### src/cpmc_pkg.sv
package cpmc_pkg;

  // Number of controller interfaces that may be configured active.
  localparam int unsigned CPMC_MAX_IFS   = 4;
  localparam int unsigned CPMC_IF_W      = 2;
  // Job management storage: one entry per job, indexed by job number.
  localparam int unsigned CPMC_JOBS      = 128;
  localparam int unsigned CPMC_JOB_W     = 7;
  // Self-test duration in clock cycles.
  localparam int unsigned CPMC_TEST_CYC  = 16;
  localparam logic [4:0]  CPMC_TEST_LAST = 5'h0F;
  // Last count of the warm-restart sweep; the sweep lasts 8 cycles.
  localparam logic [3:0]  CPMC_WARM_LAST = 4'h7;
  // Register offsets of the plain register port.
  localparam logic [3:0]  CPMC_REG_STATUS = 4'h0;
  localparam logic [3:0]  CPMC_REG_MODE   = 4'h1;
  localparam logic [3:0]  CPMC_REG_EVENT  = 4'h2;
  localparam logic [3:0]  CPMC_REG_MASK   = 4'h3;
  localparam logic [3:0]  CPMC_REG_CTRL   = 4'h4;
  // Event bit positions.
  localparam int unsigned CPMC_EV_RUN    = 0;
  localparam int unsigned CPMC_EV_STOP   = 1;
  localparam int unsigned CPMC_EV_FAULT  = 2;
  localparam int unsigned CPMC_EV_SUPPLY = 3;
  localparam int unsigned CPMC_EV_W      = 4;
  localparam logic [3:0]  CPMC_MASK_RST  = 4'h0;
  // Mode code width in the status register.
  localparam int unsigned CPMC_ST_W      = 3;

  typedef enum logic [2:0] {
    CPMC_SELFTEST,
    CPMC_BUILD,
    CPMC_IDLE,
    CPMC_STOP,
    CPMC_WARM,
    CPMC_RUN,
    CPMC_FAULT
  } cpmc_state_t;

endpackage

### src/cpmc_ctrl.sv
// Notes on behaviour
// - Self-test first: run off, stop on.
// - Build one management entry per job.
// - Idle: system jobs, programmer on, traffic off.
// - Idle until all active interfaces synchronized.
// - Leave idle to selector position.
// - Stop: programs on, links kept, transfer blocked.
// - Run: everything on except database alteration.
// - Stop to run: warm restart, flush.
// - Run only if selector and programmer run.
// - Selector stop cleared only by selector.
// - Run requests ignored while unsynchronized.
// - Fault: all off, stop and fault lit.
// - Run: run lit, tests permitted.
// - Stop: only stop lit, tests refused.
// - Supply fault indicator when supply missing.
// - Every power-up takes the full path.
//
// The placing of the registers and the plain strobed port are this design's own decisions.
`timescale 1ns/1ps
`default_nettype none
module cpmc_ctrl
  import cpmc_pkg::*;
(
  // Clock and reset.
  input  wire logic                  clk,
  input  wire logic                  rst,
  // Front panel and rack pins, asynchronous.
  input  wire logic                  selector_run,
  input  wire logic                  supply_ok,
  input  wire logic                  hw_fault,
  // Self-test result and stored job parameters.
  input  wire logic                  selftest_pass,
  input  wire logic [CPMC_JOB_W-1:0] jobs_defined,
  input  wire logic [CPMC_IF_W-1:0]  active_ifs_m1,
  // Synchronization calls from the master, one strobe per interface.
  input  wire logic [CPMC_MAX_IFS-1:0] interface_sync_call,
  // Programmer start and stop requests.
  input  wire logic                  pgm_start_req,
  input  wire logic                  pgm_stop_req,
  // Register port.
  input  wire logic [3:0]            reg_addr,
  input  wire logic [7:0]            reg_wdata,
  input  wire logic                  reg_wr,
  input  wire logic                  reg_rd,
  output logic      [7:0]            reg_rdata,
  // Enables towards the rest of the processor.
  output logic                       system_jobs_en,
  output logic                       programming_device_en,
  output logic                       pgm_test_en,
  output logic                       db_alter_en,
  output logic                       plc_if_en,
  output logic                       bus_xfer_en,
  output logic                       links_keep,
  output logic                       links_drop,
  output logic                       buffers_flush,
  // Indicators.
  output logic                       run_indicator,
  output logic                       stop_indicator,
  output logic                       module_fault_indicator,
  output logic                       bus_fault_indicator,
  output logic                       transceiver_supply_fault_indicator,
  // Interrupt.
  output logic                       irq
);

  cpmc_state_t                state;
  cpmc_state_t                next_state;
  logic [1:0]                 sel_sync;
  logic [1:0]                 sup_sync;
  logic [1:0]                 flt_sync;
  logic [4:0]                 test_cnt;
  logic [CPMC_JOB_W-1:0]      build_idx;
  logic [CPMC_JOBS-1:0]       job_management_field;
  logic [CPMC_MAX_IFS-1:0]    synced;
  logic [CPMC_MAX_IFS-1:0]    needed;
  logic                       all_synced;
  logic                       pgm_run;
  logic                       sel_stop_latched;
  logic                       want_run;
  logic [3:0]                 warm_cnt;
  logic [CPMC_EV_W-1:0]       ev_status;
  logic [CPMC_EV_W-1:0]       ev_mask;
  logic [CPMC_EV_W-1:0]       ev_set;
  logic                       sw_stop;
  logic                       prev_run;
  logic                       prev_stop;

  // Pin inputs pass two flip-flops before any logic reads them.
  // The supply sense resets to present, so release shows no false supply loss.
  always_ff @(posedge clk) begin
    if (rst) begin
      sel_sync <= 2'h0;
      sup_sync <= 2'h3;
      flt_sync <= 2'h0;
    end else begin
      sel_sync <= {sel_sync[0], selector_run};
      sup_sync <= {sup_sync[0], supply_ok};
      flt_sync <= {flt_sync[0], hw_fault};
    end
  end

  // Interfaces that must be synchronized, one to four of them.
  generate
    for (genvar i = 0; i < CPMC_MAX_IFS; i++) begin : g_need
      assign needed[i] = (active_ifs_m1 >= CPMC_IF_W'(i));
    end
  endgenerate
  assign all_synced = ((synced & needed) == needed);

  // Self-test cycle counter.
  always_ff @(posedge clk) begin
    if (rst || state != CPMC_SELFTEST) begin
      test_cnt <= 5'h00;
    end else if (test_cnt != CPMC_TEST_LAST) begin
      test_cnt <= test_cnt + 5'h01;
    end
  end

  // Management entries are built one per cycle for each defined job.
  always_ff @(posedge clk) begin
    if (rst) begin
      build_idx            <= '0;
      job_management_field <= '0;
    end else if (state == CPMC_BUILD) begin
      if (build_idx != jobs_defined) begin
        job_management_field[build_idx] <= 1'b1;
        build_idx <= build_idx + CPMC_JOB_W'(1);
      end
    end else if (state == CPMC_SELFTEST) begin
      build_idx            <= '0;
      job_management_field <= '0;
    end
  end

  // Synchronization marks, collected only while unsynchronized.
  always_ff @(posedge clk) begin
    if (rst || state == CPMC_SELFTEST) begin
      synced <= '0;
    end else if (state == CPMC_IDLE) begin
      synced <= synced | interface_sync_call;
    end
  end

  // Latest programmer request; a run request is ignored while idle.
  always_ff @(posedge clk) begin
    if (rst) begin
      pgm_run <= 1'b1;
    end else if (pgm_stop_req || sw_stop) begin
      pgm_run <= 1'b0;
    end else if (pgm_start_req && state != CPMC_IDLE && state != CPMC_BUILD
                 && state != CPMC_SELFTEST) begin
      pgm_run <= 1'b1;
    end
  end

  // A selector stop holds until the selector itself returns to run.
  always_ff @(posedge clk) begin
    if (rst) begin
      sel_stop_latched <= 1'b0;
    end else begin
      sel_stop_latched <= !sel_sync[1];
    end
  end
  assign want_run = sel_sync[1] && !sel_stop_latched && pgm_run;

  // Warm-restart sweep length.
  always_ff @(posedge clk) begin
    if (rst || state != CPMC_WARM) begin
      warm_cnt <= 4'h0;
    end else begin
      warm_cnt <= warm_cnt + 4'h1;
    end
  end

  // Mode sequencing.
  always_comb begin
    next_state = state;
    case (state)
      CPMC_SELFTEST: begin
        if (flt_sync[1]) begin
          next_state = CPMC_FAULT;
        end else if (test_cnt == CPMC_TEST_LAST) begin
          next_state = selftest_pass ? CPMC_BUILD : CPMC_FAULT;
        end
      end
      CPMC_BUILD: begin
        if (build_idx == jobs_defined) begin
          next_state = CPMC_IDLE;
        end
      end
      CPMC_IDLE: begin
        if (all_synced) begin
          next_state = sel_sync[1] ? CPMC_WARM : CPMC_STOP;
        end
      end
      CPMC_STOP: begin
        if (want_run) begin
          next_state = CPMC_WARM;
        end
      end
      CPMC_WARM: begin
        if (!want_run) begin
          next_state = CPMC_STOP;
        end else if (warm_cnt == CPMC_WARM_LAST) begin
          next_state = CPMC_RUN;
        end
      end
      CPMC_RUN: begin
        if (!want_run) begin
          next_state = CPMC_STOP;
        end
      end
      CPMC_FAULT: next_state = CPMC_FAULT;
      default:    next_state = CPMC_SELFTEST;
    endcase
    if (flt_sync[1] && state != CPMC_SELFTEST) begin
      next_state = CPMC_FAULT;
    end
  end

  // State register; reset returns to self-test.
  always_ff @(posedge clk) begin
    if (rst) begin
      state <= CPMC_SELFTEST;
    end else begin
      state <= next_state;
    end
  end

  // Enables and indicators per mode, registered.
  always_ff @(posedge clk) begin
    if (rst) begin
      system_jobs_en         <= 1'b0;
      programming_device_en  <= 1'b0;
      pgm_test_en            <= 1'b0;
      db_alter_en            <= 1'b0;
      plc_if_en              <= 1'b0;
      bus_xfer_en            <= 1'b0;
      links_keep             <= 1'b0;
      links_drop             <= 1'b0;
      buffers_flush          <= 1'b0;
      run_indicator          <= 1'b0;
      stop_indicator         <= 1'b1;
      module_fault_indicator <= 1'b0;
      bus_fault_indicator    <= 1'b0;
    end else begin
      system_jobs_en        <= next_state inside {CPMC_IDLE, CPMC_STOP, CPMC_WARM,
                                                  CPMC_RUN};
      programming_device_en <= next_state inside {CPMC_IDLE, CPMC_STOP, CPMC_WARM,
                                                  CPMC_RUN};
      pgm_test_en           <= (next_state == CPMC_RUN);
      db_alter_en           <= (next_state == CPMC_STOP);
      plc_if_en             <= (next_state == CPMC_RUN);
      bus_xfer_en           <= (next_state == CPMC_RUN);
      links_keep            <= next_state inside {CPMC_STOP, CPMC_RUN};
      links_drop            <= (next_state == CPMC_WARM);
      buffers_flush         <= (next_state == CPMC_WARM);
      run_indicator         <= next_state inside {CPMC_IDLE, CPMC_RUN};
      stop_indicator        <= (next_state != CPMC_RUN);
      module_fault_indicator <= (next_state == CPMC_FAULT);
      bus_fault_indicator   <= 1'b0;
    end
  end

  // Supply fault indicator follows the synchronised supply sense.
  always_ff @(posedge clk) begin
    if (rst) begin
      transceiver_supply_fault_indicator <= 1'b0;
    end else begin
      transceiver_supply_fault_indicator <= !sup_sync[1];
    end
  end

  // Event sources, one pulse per run or stop entry, fault onset or supply loss.
  always_ff @(posedge clk) begin
    if (rst) begin
      prev_run  <= 1'b0;
      prev_stop <= 1'b0;
    end else begin
      prev_run  <= (state == CPMC_RUN);
      prev_stop <= (state == CPMC_STOP);
    end
  end
  assign ev_set[CPMC_EV_RUN]    = (state == CPMC_RUN) && !prev_run;
  assign ev_set[CPMC_EV_STOP]   = (state == CPMC_STOP) && !prev_stop;
  assign ev_set[CPMC_EV_FAULT]  = (next_state == CPMC_FAULT) && (state != CPMC_FAULT);
  assign ev_set[CPMC_EV_SUPPLY] = !sup_sync[1] && !transceiver_supply_fault_indicator;

  // Sticky events; a read clears them, but a set in the same cycle wins.
  always_ff @(posedge clk) begin
    if (rst) begin
      ev_status <= '0;
    end else if (reg_rd && reg_addr == CPMC_REG_EVENT) begin
      ev_status <= ev_set;
    end else begin
      ev_status <= ev_status | ev_set;
    end
  end

  // Mask register and software stop control.
  always_ff @(posedge clk) begin
    if (rst) begin
      ev_mask <= CPMC_MASK_RST;
      sw_stop <= 1'b0;
    end else begin
      sw_stop <= reg_wr && reg_addr == CPMC_REG_CTRL && reg_wdata[0];
      if (reg_wr && reg_addr == CPMC_REG_MASK) begin
        ev_mask <= reg_wdata[CPMC_EV_W-1:0];
      end
    end
  end

  assign irq = |(ev_status & ev_mask);

  // Read data stand in the cycle after the read strobe.
  always_ff @(posedge clk) begin
    if (rst) begin
      reg_rdata <= 8'h00;
    end else if (reg_rd) begin
      case (reg_addr)
        CPMC_REG_STATUS: reg_rdata <= {5'h00, state};
        CPMC_REG_MODE:   reg_rdata <= {2'h0, sel_sync[1], pgm_run, synced};
        CPMC_REG_EVENT:  reg_rdata <= {4'h0, ev_status};
        CPMC_REG_MASK:   reg_rdata <= {4'h0, ev_mask};
        default:         reg_rdata <= 8'h00;
      endcase
    end else begin
      reg_rdata <= 8'h00;
    end
  end

endmodule
`default_nettype wire

### config.mk
export PLATFORM = sky130hd
export DESIGN_NAME = cpmc_ctrl
export DESIGN_NICKNAME = d
export VERILOG_FILES = /design/src/cpmc_pkg.sv /design/src/cpmc_ctrl.sv
export SDC_FILE = /design/constraint.sdc
export NUM_CORES = 1
export LEC_CHECK = 0
export ABC_AREA = 0
export BUFFER_PORTS_ARGS = -buffer_cell sky130_fd_sc_hd__buf_2
export CORE_ASPECT_RATIO = 0.9
export CORE_MARGIN = 2
export CORE_UTILIZATION = 57
export DETAILED_ROUTE_END_ITERATION = 10
export PLACE_DENSITY = 0.84
export SLEW_MARGIN = 20
export SYNTH_ARGS = -nofsm -noshare
export SYNTH_HDL_FRONTEND = slang
export SYNTH_SLANG_ARGS = --single-unit
### constraint.sdc
create_clock -name clk -period 3.7 [get_ports clk]
set_input_delay 0.37 -clock clk [delete_from_list [all_inputs] [get_ports clk]]
set_output_delay 0.37 -clock clk [all_outputs]
set_load 0.01 [all_outputs]
==> results of run 1 <==
-- cells in the final DEF (no fill, tap or decap), types with 3 or more instances in the layout --
master     instances
mux2i_1            7
ha_1               4
nand2b_1           9
xor2_1            14
bufinv_16          3
dfxtp_1           57
clkinv_2           3
or3_1              3
mux4_2             3
nor2_1            41
nand2_1           11
nor2b_1           10
nand4_1            4
nor3b_1            4
buf_2             50
a21oi_1           10
xnor2_1            4
nand3b_1           3
conb_1             3
clkbuf_8          10
o31ai_1            3
inv_1              7
and3_1             4
nor3_1             6
or2_2              3
-- state kept, by name (all words and copies together) (netlist names), 2 cells and up --
register,count
sel_sync,2
test_cnt,5
reg_rdata,6
sup_sync,2
warm_cnt,4
build_idx,7
ev_status,4
flt_sync,2
state,3
synced,4
ev_mask,4
-- cells by family (layout without fill, tap and decap cells) --
group                    Yosys count  after routing  share of synthesized area (%)
XOR/XNOR                          18             18                           6.19
other                              1              3                          0.147
adder cells (fa/ha/maj)            4              4                           1.96
AND/OR/NAND/NOR                  117            117                           26.6
AO/OA/AOI/OAI                     31             31                           9.03
buffers and inverters             26             74                           5.50
flip-flops                        57             57                           44.8
multiplexers                      11             11                           5.84
-- per-layer routing --
| metal | up-vias | global-route usage [%] | wire length [um] |
|---|---|---|---|
| met5 | - | 0 | 0 |
| met4 | 0 | 10.5 | 128 |
| met3 | 13 | 7.91 | 303 |
| met2 | 62 | 38.1 | 2490 |
| met1 | 929 | 25.8 | 2110 |
| li1 | 992 | - | - |
-- final timing paths --
kind / endpoint / startpoint / cells after the start
worst max register to register: run_indicator / test_cnt[0] / 9
worst min-delay path: sup_sync[0] / supply_ok / 2
worst max-delay path: run_indicator / test_cnt[0] / 9
worst min register to register: sup_sync[1] / sup_sync[0] / 1
-- metrics by stage --
step / hold WS (ns) / total power [uW] / worst slack [ns]
6_report: 0.219 / 1480 / 1.13
5_1_grt: 0.217 / 1540 / 0.968
4_1_cts: 0.208 / 1490 / 1.12
3_5_place_dp: 0.398 / 793 / 1.17
3_3_place_gp: 0.398 / 789 / 1.25
2_1_floorplan: 0.386 / 759 / 1.39
-- synthesized netlist by cell type, types with 2 or more instances --
| cell | count | area [um2] |
|---|---|---|
| dfxtp_1 | 57 | 1140 |
| nor2_1 | 41 | 154 |
| xor2_1 | 14 | 123 |
| nand2_1 | 11 | 41.3 |
| a21oi_1 | 10 | 50.1 |
| nor2b_1 | 10 | 62.6 |
| buf_4 | 9 | 67.6 |
| nand2b_1 | 9 | 56.3 |
| inv_1 | 7 | 26.3 |
| mux2i_1 | 7 | 70.1 |
| clkbuf_1 | 6 | 22.5 |
| nor3_1 | 6 | 30.0 |
| and3_1 | 4 | 25.0 |
| ha_1 | 4 | 50.1 |
| nand4_1 | 4 | 25.0 |
| nor3b_1 | 4 | 30.0 |
| xnor2_1 | 4 | 35.0 |
| mux4_2 | 3 | 67.6 |
| nand3b_1 | 3 | 22.5 |
| o31ai_1 | 3 | 22.5 |
| or2_2 | 3 | 18.8 |
| or3_1 | 3 | 18.8 |
| a211oi_2 | 2 | 25.0 |
| a21o_1 | 2 | 15.0 |
| a22oi_1 | 2 | 15.0 |
| a311oi_1 | 2 | 17.5 |
| and3b_1 | 2 | 17.5 |
| nor4_1 | 2 | 12.5 |
| nor4_4 | 2 | 42.5 |
| nor4b_1 | 2 | 17.5 |
| nor4bb_1 | 2 | 20.0 |
| o21ai_0 | 2 | 10.0 |
-- report_power, final --
group	switching, uW	total (uW)	internal (uW)
Clock	238	700	462
Combinational	66.9	125	57.8
Sequential	23.5	657	634
-- cell type report --
cell class / count / area [um2]
Inverter: 8 / 30.0
Sequential cell: 57 / 1140
Multi-Input combinational cell: 184 / 1270
Fill cell: 358 / 1360
Tap cell: 62 / 77.6
Clock inverter: 6 / 105
Timing Repair Buffer: 50 / 250
Clock buffer: 10 / 138
-- critical path, cell delays in order (launching register included) --
cell and delay, ns:
dfxtp_1 0.33, ha_1 0.20, and3_1 0.18, ha_1 0.28, nand2b_1 0.14, nor4_1 0.05, nor3_1 0.27, o211a_1 0.37
or4b_4 0.51, a21bo_1 0.18
==> impl_metrics.env, run 1 <==
export IMPL_syn_area_per_cell_um2=9.62
export IMPL_totalNegativeSetupSlack_ns=0
export IMPL_io_buffers=50
export IMPL_skew_ns=0.00559
export IMPL_peakVddDrop_v=0.000365
export IMPL_status="completed"
export IMPL_ys_warn_count=0
export IMPL_dpl_cell_area_mm2=0.00277
export IMPL_period_minus_slack_ns=2.57
export IMPL_p_leak_uw=0.00135
export IMPL_routed_wl_um=5030
export IMPL_grt_usage_pct=22.6
export IMPL_pwr_density_cell_mw_per_mm2=491
export IMPL_hold_viol=0
export IMPL_clock_sinks=57
export IMPL_holdBufCountCts=0
export IMPL_r2r_slack_ns=1.13
export IMPL_clk_pin_slew_worst_paths_ns=0.06
export IMPL_clockBufferDepth=2
export IMPL_cts_root_buf="clkbuf_8"
export IMPL_io_pins=58
export IMPL_dr_total_vias=1996
export IMPL_fin_nets=349
export IMPL_ant_nets=0
export IMPL_gp_congestion=0.803
export IMPL_syn_area_mm2=0.00255
export IMPL_startpoint_type="flip-flop"
export IMPL_yosysUniqueCellTypes=55
export IMPL_finalNonFillerCells=377
export IMPL_dieArea_mm2=0.00502
export IMPL_cp_required_ns=3.98
export IMPL_maxCapViolations=0
export IMPL_fmaxAchievable_ghz=0.389
export IMPL_drive_gt1_share_pct=26.7
export IMPL_cts_tree="yes"
export IMPL_worstSetupPathType="reg2reg"
export IMPL_dp_hpwl_um=3410
export IMPL_design_area_mm2=0.00302
export IMPL_synth_cells=265
export IMPL_synth_async_reset_ratio_pct=0
export IMPL_cts_resized=0
export IMPL_n_antenna_cell=0
export IMPL_period_share_pct=69.5
export IMPL_grt_max_degree=35
export IMPL_synthFlopType="dfxtp_1"
export IMPL_antenna_found_initial=0
export IMPL_postCtsSetupBuffers=0
export IMPL_via_per_inst=5.29
export IMPL_grt_pass1_wl_um=8450
export IMPL_drt_iter0_drc=83
export IMPL_clock_latency_ns=0.33
export IMPL_chipHeight_um=67.4
export IMPL_wl_per_cell_um=13.3
export IMPL_worstPathArrival_ns=2.85
export IMPL_rsz0062_at_grt="no"
export IMPL_ys_ff_latch=57
export IMPL_worstMarginPinSlew_ns=0.669
export IMPL_dr_pass1_iters=4
export IMPL_hold_path_class="in2reg"
export IMPL_slew_violations=0
export IMPL_die_x_um=74.5
export IMPL_maxSlewHeadroom_pct=55.1
export IMPL_start_util_pct=58.3
export IMPL_rows=23
export IMPL_ys_seq_area_share_pct=44.8
export IMPL_cts_made_buffers=9
export IMPL_cp_max_fo=9
export IMPL_final_core_util_pct=69.0
export IMPL_synth_edf_count=0
export IMPL_first_global_vias=1925
export IMPL_setup_viol=0
export IMPL_syn_to_final_growth_pct=18.4
export IMPL_cts_max_level=3
export IMPL_overflow=0
export IMPL_drc_errors=0
export IMPL_crit_path_end_kind="flip-flop"
export IMPL_fp_coreArea_mm2=0.00437
export IMPL_placedCellCount=361
No activity file was read; power rests on OpenSTA's default activity.
==> run 2: changes to the inputs <==
ABC_AREA = 1   (was 0)
CORE_UTILIZATION = 48   (was 57)
PLACE_DENSITY = 0.75   (was 0.84)
clock period = 2.2 ns   (was 3.7 ns; I/O delays follow)
==> run 2 against run 1 <==
Net effect: clock-buffer cell count increased by 1; highest routed layer unchanged; via count is 15% higher; worst setup slack got worse by 0.88 ns; non-clock buffer count rose by 1; die area grew 17%; clock skew grew 0.0012 ns; synthesized cell count up 34%.
==> impl_metrics.env, run 2 <==
export IMPL_status="completed"
export IMPL_ant_nets=0
export IMPL_finalNonFillerCells=481
export IMPL_maxCapViolations=0
export IMPL_syn_area_mm2=0.00254
export IMPL_synthFlopType="dfxtp_1"
export IMPL_synth_cells=356
export IMPL_fp_coreArea_mm2=0.00519
export IMPL_antenna_found_initial=0
export IMPL_cts_root_buf="clkbuf_8"
export IMPL_routed_wl_um=5090
export IMPL_die_x_um=80.7
export IMPL_worstPathArrival_ns=2.19
export IMPL_sw_frac_of_total_pct=24.9
export IMPL_postCtsSetupBuffers=0
export IMPL_cp_top_family="simple AND/OR/NAND/NOR gates"
export IMPL_synth_top_family_by_area="simple AND/OR/NAND/NOR gates"
export IMPL_via_per_inst=4.75
export IMPL_path_cells="ha_1 > nand2_1 > nor2_1 > ha_1 > a21oi_1 > nor2_1 > nor2_1 > nand2_1 > inv_2 > nand3_2 > nand3_1 > nand2_1 > nand2_1 > nand2_1"
export IMPL_n_antenna_cell=0
export IMPL_synth_simple_area_share_pct=32.5
export IMPL_p_int_uw=1990
export IMPL_ys_seq_area_share_pct=44.9
export IMPL_largest_reg_flops=7
export IMPL_startpoint_type="flip-flop"
export IMPL_place_ws_ns=0.246
export IMPL_n_fill_cell=488
export IMPL_cts_max_level=3
export IMPL_period_share_pct=88.7
export IMPL_worstMarginPinSlew_ns=0.501
export IMPL_p_switching_uw=662
export IMPL_cp_num_buf_inv=1
export IMPL_cp_max_fo=7
export IMPL_final_cell_mix="nand2_1, dfxtp_1, inv_1"
export IMPL_dp_hpwl_um=3860
export IMPL_setup_viol=0
export IMPL_p_leak_uw=0.00150
export IMPL_synthTopCellsByArea="dfxtp_1, nand2_1, inv_1, nor2_1, nand3_1"
export IMPL_holdBufCountCts=0
export IMPL_synth_xor_area_share_pct=0.689
export IMPL_totalNegativeSetupSlack_ns=0
export IMPL_ys_ff_latch=57
export IMPL_synth_async_reset_ratio_pct=0
export IMPL_synth_compound_area_share_pct=8.42
export IMPL_period_minus_slack_ns=1.95
export IMPL_gp_congestion=0.840
export IMPL_comb_power_share_pct=13.5
export IMPL_worstSetupPathType="reg2reg"
export IMPL_grt_usage_pct=18.6
export IMPL_pwr_density_cell_mw_per_mm2=866
export IMPL_crit_path_end_kind="flip-flop"
export IMPL_dr_total_vias=2286
export IMPL_drc_errors=0
export IMPL_maxSlewHeadroom_pct=66.4
export IMPL_hold_path_class="in2reg"
export IMPL_crit_path_top_delay_cell="dfxtp_1"
export IMPL_placedCellCount=465
export IMPL_clock_sinks=57
export IMPL_io_buffers=50
export IMPL_cp_required_ns=2.43
export IMPL_cts_made_buffers=9
export IMPL_fin_ws_ns=0.248
export IMPL_io_pins=58
export IMPL_rsz0062_at_grt="no"
export IMPL_clock_power_share_pct=44.2
export IMPL_cts_tree="yes"
export IMPL_power_frac_seq_pct=42.3
export IMPL_fin_nets=448
export IMPL_holdPathStages=2
export IMPL_hold_viol=0
export IMPL_final_common_cell="nand2_1"
export IMPL_slew_violations=0
export IMPL_rows=25
export IMPL_fmaxAchievable_ghz=0.512
export IMPL_skew_ns=0.00675
export IMPL_yosys_area_top_type_share_pct=44.9
export IMPL_drt_iter0_drc=96
export IMPL_syn_area_per_cell_um2=7.14
export IMPL_synthTopCellsByCount="nand2_1, dfxtp_1, inv_1, nor2_1, nand3_1"
export IMPL_clock_latency_ns=0.33
export IMPL_seq_area_mm2=0.00114
export IMPL_synth_most_common_cell="nand2_1"
export IMPL_yosysUniqueCellTypes=31
export IMPL_top_regs="build_idx (7), reg_rdata (6), test_cnt (5)"
export IMPL_multi_input_area_mm2=0.00112
export IMPL_cp_common_cell="nand2_1"
export IMPL_clk_pin_slew_worst_paths_ns=0.06
export IMPL_overflow=0
export IMPL_synth_edf_count=0
export IMPL_chipHeight_um=73.0
export IMPL_muxShareOfSynthArea_pct=0
export IMPL_dieArea_mm2=0.00590
export IMPL_top_register="build_idx"
export IMPL_dr_pass1_iters=6
export IMPL_grt_max_degree=25
export IMPL_final_core_util_pct=59.1
export IMPL_start_util_pct=49.0
export IMPL_ff2ff_path_depth=14
export IMPL_r2r_slack_ns=0.25
export IMPL_wl_per_cell_um=10.6
export IMPL_slowest_delay_ns=0.32
export IMPL_cts_resized=0
export IMPL_synth_fa_ha_area_share_pct=1.97
export IMPL_clockBufferDepth=2
export IMPL_drive_gt1_share_pct=19.3
export IMPL_grt_pass1_wl_um=8180
export IMPL_peakVddDrop_v=0.000795
export IMPL_synth_top_area_cell="dfxtp_1"
export IMPL_ys_warn_count=0
export IMPL_syn_to_final_growth_pct=20.6
export IMPL_path_depth=14
export IMPL_first_global_vias=1893
run 2: path summary, 6_finish.rpt:
path / from / to
hold reg to reg: flt_sync[0] / flt_sync[1]
setup / recovery: test_cnt[0] / programming_device_en
hold / removal: supply_ok / sup_sync[0]
setup reg to reg: test_cnt[0] / programming_device_en
run 2: stage by stage:
stage | power (uW) | hold WS, ns | instance area [um2]
finish | 2660 | 0.0650 | 3070
global route | 2780 | 0.0600 | 3070
detailed placement | 1500 | 0.397 | 2820
global placement | 1490 | 0.391 | 2820
CTS | 2680 | 0.0566 | 3070
floorplan | 1400 | 0.296 | 2550
run 2: power groups by stage:
stage	Clock [uW]	Sequential (uW)	Combinational, uW
after floorplan	0	1150	257
after global placement	0	1140	349
after detailed placement	0	1140	357
after CTS	1200	1120	359
after global routing	1240	1130	405
final	1170	1120	357
run 2: cell type report:
cell class / count / area share (%)
clock buffers: 11 / 4.61
clock inverters: 5 / 3.35
inverters: 59 / 7.22
multi-input cells: 231 / 36.5
flip-flops and latches: 57 / 37.2
well taps: 67 / 2.73
repair buffers: 51 / 8.40
run 2: kinds of logic (layout without fill, tap and decap cells):
kind of cell | Yosys count | after routing
DFF | 57 | 57
other | 1 | 3
and+or+nand+nor | 185 | 185
adders and majority gates | 4 | 4
xor gates and xnor gates | 2 | 2
AOI/OAI and AO/OA | 37 | 37
buffers and inverters | 70 | 126
run 2: worst register-to-register path: stages (launching register included):
cell     delay (ns)
dfxtp_1        0.32
ha_1           0.21
nand2_1        0.06
nor2_1         0.04
ha_1           0.25
a21oi_1        0.21
nor2_1         0.06
nor2_1         0.12
nand2_1        0.08
inv_2          0.08
nand3_2        0.09
nand3_1        0.17
nand2_1        0.07
nand2_1        0.05
nand2_1        0.05
run 2: per-layer routing:
layer / vias to the layer above / track usage [%] / part of all wire (%)
li1: 1222 / - / -
met1: 1006 / 24.8 / 49
met2: 52 / 27.2 / 44
met3: 6 / 7.55 / 5.8
met4: 0 / 6.40 / 1.4
met5: - / 0 / 0
==> run 3: changes to the inputs <==
HOLD_SLACK_MARGIN = 0.15   (was default)
REMOVE_ABC_BUFFERS = 1   (was default)
SETUP_SLACK_MARGIN = 0.4   (was default)
==> run 3 against run 2 <==
Net effect: via count up 5.6%; sequential cell count unchanged; maximum frequency up 9.7%; routed wire length up 12%.
==> impl_metrics.env, run 3 (synthesis results as in run 2) <==
export IMPL_holdPathStages=3
export IMPL_status="completed"
export IMPL_path_cells="ha_4 > nand2_2 > nor2_2 > ha_2 > a21oi_2 > nor2_2 > nor2_2 > nand2_1 > inv_2 > nand3_4 > nor2_4 > nand2_2 > nand2_2 > nand2_1 > nand2_1"
export IMPL_worstPathArrival_ns=2.07
export IMPL_chipHeight_um=73.0
export IMPL_rsz0062_at_grt="yes"
export IMPL_overflow=0
export IMPL_antenna_found_initial=0
export IMPL_clockBufferDepth=2
export IMPL_drc_errors=0
export IMPL_slowest_delay_ns=0.36
export IMPL_sw_frac_of_total_pct=26.7
export IMPL_startpoint_type="flip-flop"
export IMPL_clk_pin_slew_worst_paths_ns=0.07
export IMPL_cts_tree="yes"
export IMPL_dr_total_vias=2413
export IMPL_n_fill_cell=482
export IMPL_cp_max_fo=3
export IMPL_fmaxAchievable_ghz=0.562
export IMPL_rows=25
export IMPL_grt_max_degree=25
export IMPL_finalPower_uw=2780
export IMPL_design_area_mm2=0.00332
export IMPL_top_register="build_idx"
export IMPL_dp_hpwl_um=3990
export IMPL_crit_path_top_delay_cell="dfxtp_4"
export IMPL_worstSetupPathType="reg2reg"
export IMPL_p_switching_uw=742
export IMPL_dieArea_mm2=0.00590
export IMPL_largest_reg_flops=7
export IMPL_maxSlewHeadroom_pct=63.3
export IMPL_io_pins=58
export IMPL_final_common_cell="nand2_1"
export IMPL_skew_ns=0.00440
export IMPL_hold_viol=0
export IMPL_drt_iter0_drc=139
export IMPL_gp_congestion=0.877
export IMPL_ff2ff_path_depth=15
export IMPL_p_int_uw=2030
export IMPL_n_antenna_cell=0
export IMPL_fin_nets=463
export IMPL_setup_viol=0
export IMPL_r2r_slack_ns=0.42
export IMPL_placedCellCount=466
export IMPL_grt_pass1_wl_um=9210
export IMPL_r2r_start="test_cnt[0]"
export IMPL_power_frac_seq_pct=40.8
export IMPL_clock_power_share_pct=43.8
export IMPL_first_global_vias=2179
export IMPL_clock_latency_ns=0.34
export IMPL_drive_gt1_share_pct=23.5
export IMPL_min_from="reg_wdata[0]"
export IMPL_ant_nets=0
export IMPL_hold_path_class="in2reg"
export IMPL_finalNonFillerCells=496
export IMPL_via_per_inst=4.86
export IMPL_cts_max_level=3
export IMPL_totalNegativeSetupSlack_ns=0
export IMPL_final_cell_mix="nand2_1, inv_1, dfxtp_1"
export IMPL_r2r_end="programming_device_en"
export IMPL_hold_path_endpoint="ev_mask[0]"
export IMPL_fp_coreArea_mm2=0.00519
export IMPL_dr_pass1_iters=4
export IMPL_maxCapViolations=0
export IMPL_syn_to_final_growth_pct=30.5
export IMPL_worstMarginPinSlew_ns=0.548
export IMPL_peakVddDrop_v=0.000826
export IMPL_wl_per_cell_um=11.6
export IMPL_start_util_pct=49.0
export IMPL_io_buffers=50
export IMPL_period_share_pct=80.8
export IMPL_dpl_cell_area_mm2=0.00283
export IMPL_crit_path_end_kind="flip-flop"
export IMPL_grt_usage_pct=20.6
export IMPL_pwr_density_cell_mw_per_mm2=836
export IMPL_clock_sinks=57
export IMPL_routed_wl_um=5730
export IMPL_cp_required_ns=2.49
export IMPL_cts_root_buf="clkbuf_8"
export IMPL_comb_power_share_pct=15.4
export IMPL_die_x_um=80.7
export IMPL_multi_input_area_mm2=0.00121
export IMPL_slew_violations=0
export IMPL_period_minus_slack_ns=1.78
export IMPL_top_regs="build_idx (7), reg_rdata (6), test_cnt (5)"
export IMPL_cts_made_buffers=9
export IMPL_p_leak_uw=0.00159
export IMPL_seq_area_mm2=0.00115
[run 3: cell types whose count changed in the layout (fill, tap and decap cells not counted), moves of 3 or more]
cell           change
dlygate4sd3_1     +13
nor2_1             -5
nand2_1            -4
nand2_2            +3
nor2_2             +3
[run 3: worst max path at each step]
stage	from	to	slack (ns)	depth (start not counted)
floorplan	test_cnt[0]	programming_device_en	0.41	14
global placement	test_cnt[0]	programming_device_en	0.29	14
detailed placement	test_cnt[0]	programming_device_en	0.21	14
CTS	test_cnt[1]	programming_device_en	0.40	15
global route	test_cnt[0]	programming_device_en	0.28	15
finish	test_cnt[0]	programming_device_en	0.42	15
[run 3: power groups by stage]
stage | registers [uW] | logic [uW] | clock network (uW)
final | 1130 | 428 | 1220
after floorplan | 1150 | 234 | 0
after global placement | 1140 | 350 | 0
after detailed placement | 1150 | 362 | 0
after global routing | 1140 | 478 | 1280
after CTS | 1120 | 403 | 1240
[run 3: per-stage QoR]
step / setup WS (ns) / util, % / hold WS (ns)
6_report: 0.421 / 63.9 / 0.167
5_1_grt: 0.281 / 63.9 / 0.187
4_1_cts: 0.402 / 62.8 / 0.155
3_5_place_dp: 0.212 / 54.5 / 0.396
3_3_place_gp: 0.287 / 54.5 / 0.390
2_1_floorplan: 0.407 / - / 0.287
[run 3: final cells by class]
type | instances | share of cell area [%]
Multi-Input combinational cell | 231 | 36.4
Sequential cell | 57 | 34.5
Timing Repair Buffer | 66 | 12.1
Inverter | 59 | 6.75
Clock buffer | 10 | 4.15
Clock inverter | 6 | 3.47
Tap cell | 67 | 2.53
[run 3: timing repair]
| item | CTS | global route |
|---|---|---|
| gates resized for setup | 12 | 14 |
| hold endpoints to repair | 12 | 0 |
| setup endpoints to repair | 9 | 15 |
| setup buffers | 1 | 0 |
| pin swaps | 7 | 11 |
| hold buffers | 13 | 0 |
[run 3: worst max-delay path, delay by kind of cell (launching register included)]
family,cells,cell delay [ns]
AOI/OAI and AO/OA,1,0.16
buffers and inverters,1,0.10
and+or+nand+nor,11,0.78
adders and majority gates,2,0.33
DFF,1,0.36
[run 3: per-layer routing]
metal | part of all wire [%] | vias to the layer above | track usage, %
li1 | - | 1250 | -
met1 | 46 | 1079 | 25.0
met2 | 46 | 67 | 33.0
met3 | 4.9 | 17 | 5.94
met4 | 3.3 | 0 | 11.3
met5 | 0 | - | 0
